===== config.mk =====
export PLATFORM = sky130hd
export DESIGN_NAME = floppy_ctrl_config_regs
export DESIGN_NICKNAME = d
export VERILOG_FILES = /design/src/fdc_cfg_pkg.sv /design/src/floppy_ctrl_config_regs.sv /design/src/fdc_pin_adapt.sv
export SDC_FILE = /design/constraint.sdc
export NUM_CORES = 1
export LEC_CHECK = 0
export ABC_CLOCK_PERIOD_IN_PS = 1500
export BUFFER_PORTS_ARGS = -buffer_cell sky130_fd_sc_hd__buf_2
export CAP_MARGIN = 20
export CORE_MARGIN = 4
export CORE_UTILIZATION = 53
export CTS_BUF_LIST = sky130_fd_sc_hd__clkbuf_8
export CTS_CLUSTER_SIZE = 40
export DETAILED_ROUTE_END_ITERATION = 8
export PLACE_DENSITY = 0.77
export SYNTH_ARGS = -nofsm -noshare
export SYNTH_HDL_FRONTEND = slang
export SYNTH_SLANG_ARGS = --single-unit

===== constraint.sdc =====
create_clock -name i_sys_clk -period 1.5 [get_ports i_sys_clk]
set_input_delay 0.075 -clock i_sys_clk [delete_from_list [all_inputs] [get_ports i_sys_clk]]
set_output_delay 0.075 -clock i_sys_clk [all_outputs]
set_load 0.01 [all_outputs]

===== src/fdc_cfg_pkg.sv =====
// package: register map, field positions, resets and carrier types for the floppy config bank
package fdc_cfg_pkg;

  // ----------------------------------------------------------------
  // register offsets
  // ----------------------------------------------------------------
  localparam logic [7:0] ADDR_DRIVE_INTERFACE_CONFIG   = 8'hF0;
  localparam logic [7:0] ADDR_BOOT_MEDIA_WRITE_CONTROL = 8'hF1;
  localparam logic [7:0] ADDR_DRIVE_TYPE_SELECT        = 8'hF2;
  localparam logic [7:0] ADDR_DRIVE_A_EXTRA_CONFIG     = 8'hF4;

  // ----------------------------------------------------------------
  // reset values
  // ----------------------------------------------------------------
  localparam logic [7:0] RST_DRIVE_INTERFACE_CONFIG   = 8'h8E;
  localparam logic [7:0] RST_BOOT_MEDIA_WRITE_CONTROL = 8'h00;
  localparam logic [7:0] RST_DRIVE_TYPE_SELECT        = 8'hFF;
  localparam logic [7:0] RST_DRIVE_A_EXTRA_CONFIG     = 8'h00;
  // only bits 6..0 of the extra config register are writable
  localparam logic [7:0] MASK_DRIVE_A_EXTRA_CONFIG    = 8'h7F;

  // ----------------------------------------------------------------
  // field positions, drive interface config
  // ----------------------------------------------------------------
  localparam int BIT_PULLUP_DISABLE = 7;
  localparam int BIT_POLARITY_HIGH  = 6;
  localparam int BIT_SECOND_DRV_N   = 5;
  localparam int BIT_SWAP_DRIVES    = 4;
  localparam int POS_IF_MODE        = 2;
  localparam int BIT_DMA_NON_BURST  = 1;
  localparam int BIT_THREE_MODE     = 0;

  // field positions, boot / media / write control
  localparam int POS_BOOT_DRIVE      = 6;
  localparam int POS_MEDIA_ID        = 4;
  localparam int POS_DENSITY_SEL     = 2;
  localparam int BIT_WRITE_INHIBIT   = 1;
  localparam int BIT_SOFT_WR_PROTECT = 0;

  // density select codes
  localparam logic [1:0] DENS_FORCE_ONE  = 2'h2;
  localparam logic [1:0] DENS_FORCE_ZERO = 2'h3;

  // interface mode encoding
  typedef enum logic [1:0] {
    IF_MODEL30  = 2'b00,
    IF_COMPAT_B = 2'b01,
    IF_RESERVED = 2'b10,
    IF_COMPAT_C = 2'b11
  } if_mode_t;

  // register bus request
  typedef struct packed {
    logic [7:0] addr;
    logic [7:0] wdata;
    logic       wr;
    logic       rd;
  } reg_req_t;

  // decoded configuration handed to the pin logic
  typedef struct packed {
    logic       pullup_disable;
    logic       polarity_high;
    logic       second_drive_n;
    logic       swap_drives;
    if_mode_t   if_mode;
    logic       dma_non_burst;
    logic       three_mode;
    logic [1:0] media_id;
    logic [1:0] density_sel;
    logic       write_inhibit;
    logic       soft_write_protect;
  } drv_cfg_t;

  // controller-side (active high, logical) drive signals
  typedef struct packed {
    logic [1:0] drive_sel;
    logic [1:0] motor_on;
    logic       write_enable;
    logic       write_data;
    logic       density;
  } ctl_out_t;

  // logical status coming back from drive pins
  typedef struct packed {
    logic read_data;
    logic index;
    logic track_zero;
    logic disk_change;
    logic write_protect;
  } drv_stat_t;

endpackage


===== src/floppy_ctrl_config_regs.sv =====
// floppy controller configuration register bank with drive pin steering
//
// The strobed register port was decided locally.
`timescale 1ns/1ps

module floppy_ctrl_config_regs (
  input  wire logic                  i_sys_clk,
  input  wire logic                  i_sys_rst,
  input  wire fdc_cfg_pkg::reg_req_t i_req,
  output logic [7:0]                 o_rdata,
  input  wire fdc_cfg_pkg::ctl_out_t i_ctl,
  input  wire logic [4:0]            i_drv_pins,
  output logic [6:0]                 o_drv_pins,
  output logic                       o_pullup_en,
  output fdc_cfg_pkg::drv_stat_t     o_drv_stat,
  output logic                       o_status_a_second_drive,
  output logic [1:0]                 o_tape_media_bits,
  output logic                       o_dma_burst,
  output logic                       o_three_mode,
  output fdc_cfg_pkg::if_mode_t      o_if_mode,
  output logic                       o_if_mode_reserved,
  output logic [1:0]                 o_boot_drive,
  output logic [7:0]                 o_drive_types,
  output logic [6:0]                 o_drive_a_extra
);

  // ----------------------------------------------------------------
  // storage
  // ----------------------------------------------------------------
  logic [7:0]            drive_interface_config;
  logic [7:0]            boot_media_write_control;
  logic [7:0]            drive_type_select;
  logic [7:0]            drive_a_extra_config;
  fdc_cfg_pkg::drv_cfg_t cfg;
  logic [7:0]            next_rdata;

  // write hit on a given offset
  function automatic logic wr_hit(input fdc_cfg_pkg::reg_req_t rq, input logic [7:0] a);
    wr_hit = rq.wr && (rq.addr == a);
  endfunction

  // ----------------------------------------------------------------
  // register writes, one process per register
  // ----------------------------------------------------------------
  // interface config: defaults to pull-ups off, compat-c mode, non-burst DMA
  always_ff @(posedge i_sys_clk) begin
    if (i_sys_rst) begin
      drive_interface_config <= fdc_cfg_pkg::RST_DRIVE_INTERFACE_CONFIG;
    end else if (wr_hit(i_req, fdc_cfg_pkg::ADDR_DRIVE_INTERFACE_CONFIG)) begin
      drive_interface_config <= i_req.wdata;
    end
  end

  // boot / media / write control
  always_ff @(posedge i_sys_clk) begin
    if (i_sys_rst) begin
      boot_media_write_control <= fdc_cfg_pkg::RST_BOOT_MEDIA_WRITE_CONTROL;
    end else if (wr_hit(i_req, fdc_cfg_pkg::ADDR_BOOT_MEDIA_WRITE_CONTROL)) begin
      boot_media_write_control <= i_req.wdata;
    end
  end

  // per-drive type fields, opaque here
  always_ff @(posedge i_sys_clk) begin
    if (i_sys_rst) begin
      drive_type_select <= fdc_cfg_pkg::RST_DRIVE_TYPE_SELECT;
    end else if (wr_hit(i_req, fdc_cfg_pkg::ADDR_DRIVE_TYPE_SELECT)) begin
      drive_type_select <= i_req.wdata;
    end
  end

  // extra config: top bit reserved, kept at zero so it reads zero
  always_ff @(posedge i_sys_clk) begin
    if (i_sys_rst) begin
      drive_a_extra_config <= fdc_cfg_pkg::RST_DRIVE_A_EXTRA_CONFIG;
    end else if (wr_hit(i_req, fdc_cfg_pkg::ADDR_DRIVE_A_EXTRA_CONFIG)) begin
      drive_a_extra_config <= i_req.wdata & fdc_cfg_pkg::MASK_DRIVE_A_EXTRA_CONFIG;
    end
  end

  // ----------------------------------------------------------------
  // field decode, combinational so a write acts on the next edge
  // ----------------------------------------------------------------
  always_comb begin
    cfg.pullup_disable     = drive_interface_config[fdc_cfg_pkg::BIT_PULLUP_DISABLE];
    cfg.polarity_high      = drive_interface_config[fdc_cfg_pkg::BIT_POLARITY_HIGH];
    cfg.second_drive_n     = drive_interface_config[fdc_cfg_pkg::BIT_SECOND_DRV_N];
    cfg.swap_drives        = drive_interface_config[fdc_cfg_pkg::BIT_SWAP_DRIVES];
    cfg.if_mode            = fdc_cfg_pkg::if_mode_t'(
                               drive_interface_config[fdc_cfg_pkg::POS_IF_MODE +: 2]);
    cfg.dma_non_burst      = drive_interface_config[fdc_cfg_pkg::BIT_DMA_NON_BURST];
    cfg.three_mode         = drive_interface_config[fdc_cfg_pkg::BIT_THREE_MODE];
    cfg.media_id           = boot_media_write_control[fdc_cfg_pkg::POS_MEDIA_ID +: 2];
    cfg.density_sel        = boot_media_write_control[fdc_cfg_pkg::POS_DENSITY_SEL +: 2];
    cfg.write_inhibit      = boot_media_write_control[fdc_cfg_pkg::BIT_WRITE_INHIBIT];
    cfg.soft_write_protect = boot_media_write_control[fdc_cfg_pkg::BIT_SOFT_WR_PROTECT];
  end

  // ----------------------------------------------------------------
  // controller-facing mode outputs
  // ----------------------------------------------------------------
  // pull-ups are live when the control bit is clear
  assign o_pullup_en = ~cfg.pullup_disable;
  // burst is the low state of the DMA mode bit; reset sets the bit high for non-burst
  assign o_dma_burst = ~cfg.dma_non_burst;
  assign o_three_mode = cfg.three_mode;
  assign o_boot_drive = boot_media_write_control[fdc_cfg_pkg::POS_BOOT_DRIVE +: 2];
  assign o_drive_types = drive_type_select;
  assign o_drive_a_extra = drive_a_extra_config[6:0];

  // mode decode; reserved code falls back to compat-c and is flagged
  always_comb begin
    case (cfg.if_mode)
      fdc_cfg_pkg::IF_MODEL30: begin
        o_if_mode          = fdc_cfg_pkg::IF_MODEL30;
        o_if_mode_reserved = 1'b0;
      end
      fdc_cfg_pkg::IF_COMPAT_B: begin
        o_if_mode          = fdc_cfg_pkg::IF_COMPAT_B;
        o_if_mode_reserved = 1'b0;
      end
      fdc_cfg_pkg::IF_COMPAT_C: begin
        o_if_mode          = fdc_cfg_pkg::IF_COMPAT_C;
        o_if_mode_reserved = 1'b0;
      end
      default: begin
        o_if_mode          = fdc_cfg_pkg::IF_COMPAT_C;
        o_if_mode_reserved = 1'b1;
      end
    endcase
  end

  // second drive shown only in compat-b mode, bit is active low
  assign o_status_a_second_drive = (cfg.if_mode == fdc_cfg_pkg::IF_COMPAT_B)
                                   && !cfg.second_drive_n;

  // tape register bits 7..6 copy the media identifier
  assign o_tape_media_bits = cfg.media_id;

  // ----------------------------------------------------------------
  // register read port, data one cycle after the strobe
  // ----------------------------------------------------------------
  always_comb begin
    case (i_req.addr)
      fdc_cfg_pkg::ADDR_DRIVE_INTERFACE_CONFIG:   next_rdata = drive_interface_config;
      fdc_cfg_pkg::ADDR_BOOT_MEDIA_WRITE_CONTROL: next_rdata = boot_media_write_control;
      fdc_cfg_pkg::ADDR_DRIVE_TYPE_SELECT:        next_rdata = drive_type_select;
      fdc_cfg_pkg::ADDR_DRIVE_A_EXTRA_CONFIG:     next_rdata = drive_a_extra_config;
      default:                                    next_rdata = 8'h00;
    endcase
  end

  // read data held only in the answer cycle; zero otherwise
  always_ff @(posedge i_sys_clk) begin
    if (i_sys_rst) begin
      o_rdata <= 8'h00;
    end else begin
      o_rdata <= i_req.rd ? next_rdata : 8'h00;
    end
  end

  // ----------------------------------------------------------------
  // drive pin logic
  // ----------------------------------------------------------------
  fdc_pin_adapt u_pins (
    .i_sys_clk (i_sys_clk),
    .i_sys_rst (i_sys_rst),
    .i_cfg     (cfg),
    .i_ctl     (i_ctl),
    .i_pins    (i_drv_pins),
    .o_pins    (o_drv_pins),
    .o_stat    (o_drv_stat)
  );
endmodule


===== src/fdc_pin_adapt.sv =====
// drive pin adapter: polarity, swap, write inhibit, density forcing, status sync
`timescale 1ns/1ps
module fdc_pin_adapt (
  input  wire logic                  i_sys_clk,
  input  wire logic                  i_sys_rst,
  input  wire fdc_cfg_pkg::drv_cfg_t i_cfg,
  input  wire fdc_cfg_pkg::ctl_out_t i_ctl,
  input  wire logic [4:0]            i_pins,
  output logic [6:0]                 o_pins,
  output fdc_cfg_pkg::drv_stat_t     o_stat
);

  // ----------------------------------------------------------------
  // helpers
  // ----------------------------------------------------------------
  // logical level to pin level: active low inverts
  function automatic logic to_pin(input logic lv, input logic pol_high);
    to_pin = pol_high ? lv : ~lv;
  endfunction

  logic [4:0] sync_a;
  logic [4:0] sync_b;
  logic [1:0] sel_eff;
  logic [1:0] mot_eff;
  logic       dens_eff;
  logic [4:0] log_in;

  // ----------------------------------------------------------------
  // two-stage sync on drive status pins
  // ----------------------------------------------------------------
  always_ff @(posedge i_sys_clk) begin
    if (i_sys_rst) begin
      sync_a <= 5'h1F;
      sync_b <= 5'h1F;
    end else begin
      sync_a <= i_pins;
      sync_b <= sync_a;
    end
  end

  // drive 0/1 exchange and density forcing
  always_comb begin
    sel_eff = i_cfg.swap_drives ? {i_ctl.drive_sel[0], i_ctl.drive_sel[1]}
                                : i_ctl.drive_sel;
    mot_eff = i_cfg.swap_drives ? {i_ctl.motor_on[0], i_ctl.motor_on[1]}
                                : i_ctl.motor_on;
    case (i_cfg.density_sel)
      fdc_cfg_pkg::DENS_FORCE_ONE:  dens_eff = 1'b1;
      fdc_cfg_pkg::DENS_FORCE_ZERO: dens_eff = 1'b0;
      default:                      dens_eff = to_pin(i_ctl.density,
                                                      i_cfg.polarity_high);
    endcase
  end

  // registered pin outputs; write pins forced high when inhibited
  always_ff @(posedge i_sys_clk) begin
    if (i_sys_rst) begin
      o_pins <= 7'h7F;
    end else begin
      o_pins[0] <= to_pin(sel_eff[0], i_cfg.polarity_high);
      o_pins[1] <= to_pin(sel_eff[1], i_cfg.polarity_high);
      o_pins[2] <= to_pin(mot_eff[0], i_cfg.polarity_high);
      o_pins[3] <= to_pin(mot_eff[1], i_cfg.polarity_high);
      o_pins[4] <= i_cfg.write_inhibit ? 1'b1
                 : to_pin(i_ctl.write_enable, i_cfg.polarity_high);
      o_pins[5] <= i_cfg.write_inhibit ? 1'b1
                 : to_pin(i_ctl.write_data, i_cfg.polarity_high);
      o_pins[6] <= dens_eff;
    end
  end

  // status pins to logical levels
  assign log_in = i_cfg.polarity_high ? sync_b : ~sync_b;

  always_ff @(posedge i_sys_clk) begin
    if (i_sys_rst) begin
      o_stat <= '0;
    end else begin
      o_stat.read_data     <= log_in[0];
      o_stat.index         <= log_in[1];
      o_stat.track_zero    <= log_in[2];
      o_stat.disk_change   <= log_in[3];
      o_stat.write_protect <= i_cfg.soft_write_protect | log_in[4];
    end
  end

endmodule


* Word-level counts from Yosys, hierarchy flattened
Cells that the tools add are included.
** Storage, ports and cells
- Flip-flop bits (word level) :: 61
- Bits of input ports :: 32
- Output and inout bits :: 46
- Word-level logic and storage cells :: 58
** Operators by class
- Equal/unequal tests :: 8
- Muxes and demuxes :: 14
- Bitwise logic cells :: 12
- Reductions and logical operators :: 10
** Operators by type and width (count)
- equality test 8 bit, second input constant :: 4
- case mux 8 bit (4 select lines) :: 1
- NOT 1 bit :: 10
- 2-to-1 mux 1 bit :: 8
- equality test 2 bit, second input constant :: 3
- logical AND 1 bit :: 5
- 2-to-1 mux 5 bit :: 1
- NOT 5 bit :: 1
- 2-to-1 mux 2 bit :: 2
- case mux 2 bit (2 select lines) :: 1
- OR reduction 2 bit :: 2
- OR reduction 3 bit :: 1
- equality test 2 x 1 -> 1 bit, second input constant :: 1
- logical NOT 2 bit :: 1
- case mux 1 bit (2 select lines) :: 1
- logical NOT 1 bit :: 1
- OR 1 bit :: 1

* Longest topological paths before layout
Gate-level depths: netlist of the first run.
- Word-level depth :: 3
- Gate-level depth with buffers :: 5
- Gate-level depth less buffers :: 3

* Hierarchy
From an unflattened synthesis of the first run, not the netlist that was laid out.
** Second synthesis, totals
- Cell total of the unflattened synthesis :: 266
- Area total of the unflattened synthesis :: 2703.8 um^2
** By module, submodules not included
- floppy_ctrl_config_regs :: times used 1, cells each 202, area an instance 1955.6 um^2, seq. area each 780.7 um^2
- fdc_pin_adapt :: times used 1, cells each 64, area an instance 748.2 um^2, seq. area each 440.4 um^2

* Least setup slack after synthesis of the first run
OpenSTA, ideal clock, no wires.
- Path kind :: register -> register
- From :: register drive_interface_config[4]
- To :: register u_pins.o_pins[1]
- Setup time :: 0.117 ns
- Arrival time :: 0.956 ns
- Path slack :: 0.427 ns
- Stages on the path, launching flop included :: 5
- Path buffers :: 1
- Clock period less this slack :: 1.073 ns
- Cell sequence :: dfxtp_1 > clkbuf_1 > mux2i_1 > xnor2_1 > nand2b_1
** On the way
- Word-level cells in the longest chain between the ends :: 3
** Ends and longest elaborated chain
- from (decl) :: RTL line floppy_ctrl_config_regs.sv:30 : logic [7:0] drive_interface_config;
- from (signal assigned) :: RTL line floppy_ctrl_config_regs.sv:48 : drive_interface_config <= fdc_cfg_pkg::RST_DRIVE_INTERFACE_CONFIG;
- from (signal assigned) :: RTL line floppy_ctrl_config_regs.sv:50 : drive_interface_config <= i_req.wdata;
- 2-to-1 mux 2 bit (*) :: RTL line fdc_pin_adapt.sv:43 : sel_eff = i_cfg.swap_drives ? {i_ctl.drive_sel[0], i_ctl.drive_sel[1]}
- NOT 1 bit :: RTL line fdc_pin_adapt.sv:18 : to_pin = pol_high ? lv : ~lv;
- 2-to-1 mux 1 bit (*) :: RTL line fdc_pin_adapt.sv:18
- to (signal assigned) :: RTL line fdc_pin_adapt.sv:61 : o_pins[1] <= to_pin(sel_eff[1], i_cfg.polarity_high);
- to (decl) :: RTL line fdc_pin_adapt.sv:9 : output logic [6:0] o_pins,
Mark *: on every way between the ends. The rest lies on a longest branch, timed or not.
A chain may end at the register's enable or synchronous reset.

* Worst setup path after layout of the first run
- From :: register drive_interface_config[2]
- To :: output port o_if_mode[0]
** On the way
- Word-level cells in the longest chain between the ends :: 2
** Ends and longest elaborated chain
- equality test 2 x 1 -> 1 bit / logical NOT 2 bit (equally long branches) :: RTL line floppy_ctrl_config_regs.sv:113 : case (cfg.if_mode)
- case mux 2 bit (2 select lines) (*) :: RTL line floppy_ctrl_config_regs.sv:113
- to (decl) :: RTL line floppy_ctrl_config_regs.sv:20 : output fdc_cfg_pkg::if_mode_t o_if_mode,
Marks and branches as above.

==> qor_table.md, run 1 <==
| Parameter | Value | Unit |
|:---|:---|:---|
| Source-to-sink clock delay at the later pin of the worst-skew pair | 330 | ps |
| Max Freq | 837.6 | MHz |
| Global-route wire length before repair | 9756 | um |
| Fraction of final layout cells with drive strength greater than 1 | 35.10 | % |
| Power density relative to cell area | 1038 | mW/mm2 |
| Status | finished clean | - |
| Maximum number of pins on one net before global-route repair | 27 | - |
| Share of the synthesized area in the top cell type | 44.91 | % |
| Number of antenna violations at the first check in global routing | 0 | - |
| Most area-hungry cell type in the Yosys netlist | sky130_fd_sc_hd__dfxtp_1 | - |
| Final critical-path required period | 1194 | ps |
| Depth of the CTS H-tree | 3 | - |
| Unrepaired setup endpoints after global routing | false | - |
| Final antenna diode count | 0 | - |
| Worst-Margin Slew | 455.4 | ps |
| Placed cell count | 403 | - |
| Design internal power | 2.798 | mW |
| Via density per instance | 4.915 | - |
| Total of max-cap violations | 0 | - |
| Area of the die | 0.006340 | mm2 |
| Std-Cell Rows | 25 | - |
| Routed Antenna Nets | 0 | - |
| Worst setup skew after layout | 6.490 | ps |
| Remaining DRCs | 0 | - |
| Clock sink count | 61 | - |
| Metal1 wirelength | 2585 | um |
| Detailed-route wire length | 5769 | um |
| Cell area after synthesis | 0.002719 | mm2 |
| Effective utilization at floorplan | 56.08 | % |
| Total leakage power | 1.550 | nW |
| Uppermost metal layer occupied by signal nets | met4 | - |
| Top cells by area, synth | sky130_fd_sc_hd__dfxtp_1 45%, sky130_fd_sc_hd__mux2i_1 13%, sky130_fd_sc_hd__nand2b_1 7.4%, sky130_fd_sc_hd__and3b_1 4.8%, sky130_fd_sc_hd__nor2_1 4.1% | - |
| Input/output buffers | 77 | - |
| Count of cell types in the netlist | 32 | - |
| Register-to-register setup slack | 420 | ps |
| Leading cell types in the layout, fill and taps excluded | 77 x sky130_fd_sc_hd__buf_2, 61 x sky130_fd_sc_hd__dfxtp_1, 36 x sky130_fd_sc_hd__mux2i_1, 32 x sky130_fd_sc_hd__nand2b_1, 30 x sky130_fd_sc_hd__nor2_1 | - |
| Number of fill cells | 407 | - |
| Met2 wire length | 2767 | um |
| Total via count after detailed routing | 2094 | - |
| DR WL met3 | 337 | um |
| Largest voltage drop on the vdd net | 0.6504 | mV |
| CTS buffer count | 9 | - |
| Arrival time at the worst endpoint | 1120 | ps |
| Die Height | 79.63 | um |
| Syn_area_per_cell | 9.923 | um2 |
| Critical path capture point type | primary output | - |
| Vias in the first global route | 2061 | - |
| Min Hold Slack | 21.46 | ps |
| Area added between synthesis and finish | 25.91 | % |
| Clk network pwr share | 46.6 | % |
| Number of cells upsized or downsized after cts | 0 | - |
| Worst Path Class, Setup | reg -> out | - |
| Clock input transition at the sequential cells of the worst setup and hold paths | 70 | ps |
| Ys Warns | 0 | - |
| Total setup violations reported at the end of the flow | 0 | - |
| Power share of the sequential group | 46.5 | % |
| Post-Synthesis Cells | 274 | - |
| Slew Viols, Final | 0 | - |
| CP Max Fanout | 5 | - |
| Clock root buffer master | sky130_fd_sc_hd__clkbuf_8 | - |
| Final critical-path share of the clock period | 79.59 | % |
| Clock Tree Buf Depth | 2 | - |
| Part of the Yosys area used for sequential elements | 44.91 | % |
| Overall global routing resource usage | 20.01 | % |
| Tightest Hold Check Type | in -> reg | - |
| Total congestion overflow after global routing | 0 | - |
| TritonRoute pass-1 iters | 4 | - |
| Crit start category | flip-flop | - |
| Weighted congestion reported at the end of routability-driven placement | 0.8519 | - |
| HPWL after detailed placement | 4277 | um |
| Die width | 79.63 | um |
| Fraction of power consumed by combinational cells | 6.9 | % |
| WP data required | 1420 | ps |
| Total number of nets in the final design | 386 | - |
| First DRT Iteration DRCs | 93 | - |
| Final cell count without fillers | 426 | - |
| Final hold viol count | 0 | - |
| Mapped Nets | 306 | - |
| Number of flip-flops and latches in the synthesized netlist | 61 | - |
| Max_slew headroom | 69.48 | % |
| Num ports | 78 | - |
| Setup Total Neg Slack | 0 | ps |
| TritonCTS clock tree | built | - |
| Switching power of the nets | 0.7569 | mW |
| Floorplan core area | 0.004848 | mm2 |
| Detailed-route wire length per cell | 13.54 | um |
| Commonest non-fill, non-tap cell in the layout | sky130_fd_sc_hd__buf_2 | - |
| Net Sw Frac | 21.29 | % |
==> cell usage after synthesis, drive strengths merged <==
cell type and count:
nor2 31, nor3b 1, and4 3, buf 15, nand2b 32, nand4 2, nand3b 1, dfxtp 61
clkbuf 10, o211ai 7, nand3 7, and4b 1, and3b 15, inv 2, and3 1, nor3 1
xnor2 6, nand2 3, o2111ai 1, nor4b 1, mux2i 36, mux2 7, xor2 6, o21ai 2
or2 11, a21oi 8, nor2b 3
==> final cells by class <==
class	count	area [um2]	share of cell area, %
Sequential cell	61	1221	35.67
Timing Repair Buffer	94	530.5	15.50
Clock buffer	11	151.4	4.423
Tap cell	67	83.83	2.449
Multi-Input combinational cell	186	1348	39.36
Inverter	2	7.507	0.2193
Clock inverter	5	81.33	2.376
==> sequential cells by signal (all words and copies together) (netlist names) <==
signal,count
drive_interface_config,8
u_pins.o_stat,5
u_pins.sync_b,5
drive_a_extra_config,7
o_drive_types,8
u_pins.sync_a,5
boot_media_write_control,8
u_pins.o_pins,7
o_rdata,8
==> worst max-delay path: stages (launching register included) <==
cell and delay [ps]:
sky130_fd_sc_hd__dfxtp_1 350, sky130_fd_sc_hd__or2_2 300, sky130_fd_sc_hd__buf_2 140
==> path summary, 6_finish.rpt <==
path | start | to | cells after the start
setup / recovery | drive_interface_config[2] | o_if_mode[0] | 2
hold / removal | i_req[7] | o_drive_types[5] | 3
setup reg to reg | drive_interface_config[4] | u_pins.o_pins[3] | 3
hold reg to reg | u_pins.sync_a[2] | u_pins.sync_b[2] | 1
==> logic make-up (layout without fill, tap and decap cells) <==
kind of cell	Yosys count	after routing	share of synthesized area [%]
XOR/XNOR	12	12	3.866
multiplexers	43	43	16.15
flip-flops	61	61	44.91
AND/OR/NAND/NOR	113	113	25.22
buffers and inverters	27	112	5.522
AO/OA/AOI/OAI	18	18	4.326
==> repair_timing <==
item,in CTS,in global routing
hold buffers,7,0
hold endpoints to repair,7,0
buffers inserted,0,0
==> power groups by stage <==
| stage | registers (mW) | clock network (mW) | logic (mW) |
|---|---|---|---|
| 6_report | 1.65 | 1.66 | 0.245 |
| 3_3_place_gp | 1.69 | 0 | 0.230 |
| 3_5_place_dp | 1.69 | 0 | 0.233 |
| 5_1_grt | 1.66 | 1.80 | 0.271 |
| 4_1_cts | 1.65 | 1.70 | 0.248 |
| 2_1_floorplan | 1.70 | 0 | 0.135 |
==> routing by layer <==
layer,GRT usage [%],up-vias
met5,0,-
met4,8.419,0
met3,5.305,7
met2,32.47,57
met1,24.98,952
li1,-,1078
==> stage by stage <==
step / instance area (um2) / worst slack (ps) / power, mW / utilization, %
3_5_place_dp: 3120 / 214.1 / 1.924 / 64.36
5_1_grt: 3423 / 178.2 / 3.725 / 70.61
2_1_floorplan: 2719 / 426.9 / 1.833 / -
4_1_cts: 3423 / 280.1 / 3.603 / 70.61
6_report: 3423 / 306.1 / 3.555 / 70.61
3_3_place_gp: 3120 / 277.1 / 1.920 / 64.36
No activity file was read; power rests on OpenSTA's default activity.
==> inputs of run 2 (changes only) <==
--- a/config.mk
+++ b/config.mk
@@ -5,15 +5,15 @@
 export SDC_FILE = /design/constraint.sdc
 export NUM_CORES = 1
 export LEC_CHECK = 0
-export ABC_CLOCK_PERIOD_IN_PS = 1500
+export ABC_CLOCK_PERIOD_IN_PS = 1000
 export BUFFER_PORTS_ARGS = -buffer_cell sky130_fd_sc_hd__buf_2
 export CAP_MARGIN = 20
 export CORE_MARGIN = 4
-export CORE_UTILIZATION = 53
+export CORE_UTILIZATION = 48
 export CTS_BUF_LIST = sky130_fd_sc_hd__clkbuf_8
 export CTS_CLUSTER_SIZE = 40
 export DETAILED_ROUTE_END_ITERATION = 8
-export PLACE_DENSITY = 0.77
+export PLACE_DENSITY = 0.74
 export SYNTH_ARGS = -nofsm -noshare
 export SYNTH_HDL_FRONTEND = slang
 export SYNTH_SLANG_ARGS = --single-unit
==> constraint.sdc (replaced) <==
create_clock -name i_sys_clk -period 1 [get_ports i_sys_clk]
set_input_delay 0.05 -clock i_sys_clk [delete_from_list [all_inputs] [get_ports i_sys_clk]]
set_output_delay 0.05 -clock i_sys_clk [all_outputs]
set_load 0.01 [all_outputs]
==> run 2 against run 1 <==
  * The flow now finishes with violations (negative setup slack)
  * First-iteration DRC count down 20%
  * Hold slack worse by 15 ps
  * Register-to-register slack got worse by 420 ps
  * Final cell count up 5.9%
  * Setup slack got worse by 400 ps
  * Cell area increased by 6.3%
  * Flip-flop and latch count did not move
  * Wire length is 5.9% higher
  * Largest power group is now registers
==> qor_table.md, run 2 (synthesis gave the netlist of run 1 again) <==
| Parameter | Value | Unit |
|:---|:---|:---|
| Unrepaired setup endpoints after global routing | true | - |
| Critical path capture point type | primary output | - |
| Final antenna diode count | 0 | - |
| Crit start category | flip-flop | - |
| RR Endpoint | o_rdata[3] | - |
| Launch point of the worst reg-to-reg path | drive_interface_config[3] | - |
| Die Height | 83.26 | um |
| Maximum number of pins on one net before global-route repair | 53 | - |
| Depth of the most critical reg-to-reg path | 4 | - |
| CTS buffer count | 9 | - |
| Cell area reported after detailed placement | 0.003257 | mm2 |
| Detailed-route wire length per cell | 13.54 | um |
| TritonRoute pass-1 iters | 4 | - |
| Global-route wire length before repair | 10250 | um |
| Std-Cell Rows | 27 | - |
| Register-to-register setup slack | 0 | ps |
| Clock root buffer master | sky130_fd_sc_hd__clkbuf_8 | - |
| Commonest non-fill, non-tap cell in the layout | sky130_fd_sc_hd__buf_2 | - |
| Effective utilization at floorplan | 49.38 | % |
| Overall global routing resource usage | 18.39 | % |
| Max_slew headroom | 79.51 | % |
| Clock sink count | 61 | - |
| Min Hold Slack | 6.873 | ps |
| First DRT Iteration DRCs | 74 | - |
| Total number of nets in the final design | 406 | - |
| Remaining DRCs | 0 | - |
| Post-Layout Inst Area | 0.003637 | mm2 |
| Worst Hold Depth | 3 | - |
| Largest stage delay, worst path | 340 | ps |
| Clock input transition at the sequential cells of the worst setup and hold paths | 70 | ps |
| Area added between synthesis and finish | 33.78 | % |
| Met3 track demand over resource in global routing | 5.853 | % |
| Total leakage power | 1.641 | nW |
| Final critical-path share of the clock period | 109.3 | % |
| Worst Setup Slack, final | -93.19 | ps |
| Global-route track usage on met1 | 21.37 | % |
| TritonCTS clock tree | built | - |
| Total of max-cap violations | 0 | - |
| Total via count after detailed routing | 2186 | - |
| Tightest Hold Check Type | in -> reg | - |
| Slew Viols, Final | 0 | - |
| Most heavily used metal layer in global routing | met2 | - |
| Area of the die | 0.006932 | mm2 |
| Largest voltage drop on the vdd net | 0.9106 | mV |
| WP data required | 950 | ps |
| Vias in the first global route | 2153 | - |
| Sequence of cells on the critical path | or2_4, buf_6 | - |
| Endpoint of the worst hold path | o_drive_types[4] | - |
| Die width | 83.26 | um |
| Max Freq | 914.8 | MHz |
| Failing checks | negative setup slack | - |
| Depth of the CTS H-tree | 3 | - |
| Number of fill cells | 462 | - |
| Routed Antenna Nets | 0 | - |
| Worst-Margin Slew | 306.7 | ps |
| Status | complete, but fails checks | - |
| Worst setup skew after layout | 7.261 | ps |
| Detailed-route wire length | 6108 | um |
| Final hold viol count | 0 | - |
| Total setup violations reported at the end of the flow | 4 | - |
| CP Max Fanout | 3 | - |
| Hold path startpoint | i_req[6] | - |
| Power density relative to cell area | 1395 | mW/mm2 |
| Fraction of final layout cells with drive strength greater than 1 | 40.11 | % |
| Num ports | 78 | - |
| Leading cell types in the layout, fill and taps excluded | 74 x sky130_fd_sc_hd__buf_2, 55 x sky130_fd_sc_hd__dfxtp_1, 36 x sky130_fd_sc_hd__mux2i_1, 32 x sky130_fd_sc_hd__nand2b_1, 30 x sky130_fd_sc_hd__nor2_1 | - |
| Worst Path Class, Setup | reg -> out | - |
| Met2 demand-to-capacity share in global routing | 31.12 | % |
| Input/output buffers | 77 | - |
| Source-to-sink clock delay at the later pin of the worst-skew pair | 340 | ps |
| Arrival time at the worst endpoint | 1040 | ps |
| Number of antenna violations at the first check in global routing | 0 | - |
| Critical path's slowest cell | sky130_fd_sc_hd__dfxtp_2 | - |
| Clock Tree Buf Depth | 2 | - |
| Weighted congestion reported at the end of routability-driven placement | 0.8307 | - |
| HPWL after detailed placement | 4456 | um |
| Setup Total Neg Slack | -231.4 | ps |
| Final critical-path required period | 1093 | ps |
| Total congestion overflow after global routing | 0 | - |
| Floorplan core area | 0.005507 | mm2 |
| Via density per instance | 4.847 | - |
[run 2: worst max path at each step]
stage | from | to | cells after the start
after floorplan | drive_interface_config[4] | u_pins.o_pins[1] | 4
after global placement | i_req[16] | drive_interface_config[5] | 6
after detailed placement | i_req[16] | drive_interface_config[6] | 6
after CTS | drive_interface_config[2] | o_if_mode[0] | 2
after global routing | drive_interface_config[3] | o_if_mode[0] | 2
final | drive_interface_config[2] | o_if_mode[0] | 2
[run 2: where the power goes]
group          switching (mW)  internal [mW]  total, mW
sequential             0.0102           2.46       2.47
combinational           0.200          0.226      0.425
clock                    1.02           1.16       2.18
total                    1.23           3.85       5.07
[run 2: final cells by class]
cell class	instances	area (um2)	area share [%]
multi-input cells	186	1369	37.63
flip-flops and latches	61	1234	33.92
repair buffers	114	738.2	20.30
inverters	2	7.507	0.2064
clock inverters	7	75.07	2.064
clock buffers	9	123.9	3.406
well taps	72	90.09	2.477
[run 2: layer usage]
layer | vias up | wire length, um
li1 | 1120 | -
met1 | 1006 | 2648
met2 | 50 | 3014
met3 | 10 | 330
met4 | 0 | 114
met5 | - | 0
[run 2: stage by stage]
step	setup slack [ps]	power, mW	utilization [%]	cells
4_1_cts	-106.3	5.120	65.28	450
6_report	-93.19	5.075	66.05	451
5_1_grt	-129.5	5.273	66.05	451
3_3_place_gp	-109.5	2.919	59.15	422
3_5_place_dp	-175.2	2.926	59.15	422
2_1_floorplan	28.18	2.749	-	274
[run 2: repair_timing]
| action | 4_1_cts | 5_1_grt |
|---|---|---|
| pin swaps | 0 | 1 |
| buffers inserted | 1 | 1 |
| endpoints found under the hold margin | 11 | 0 |
| gates resized for setup | 7 | 10 |
| setup endpoints to repair | 8 | 17 |
| hold buffers | 11 | 0 |
[run 2: worst max-delay path, delay by kind of cell (launching register included)]
kind	cells	cell delay [ps]
and+or+nand+nor	1	240
buffers and inverters	1	120
DFF	1	340
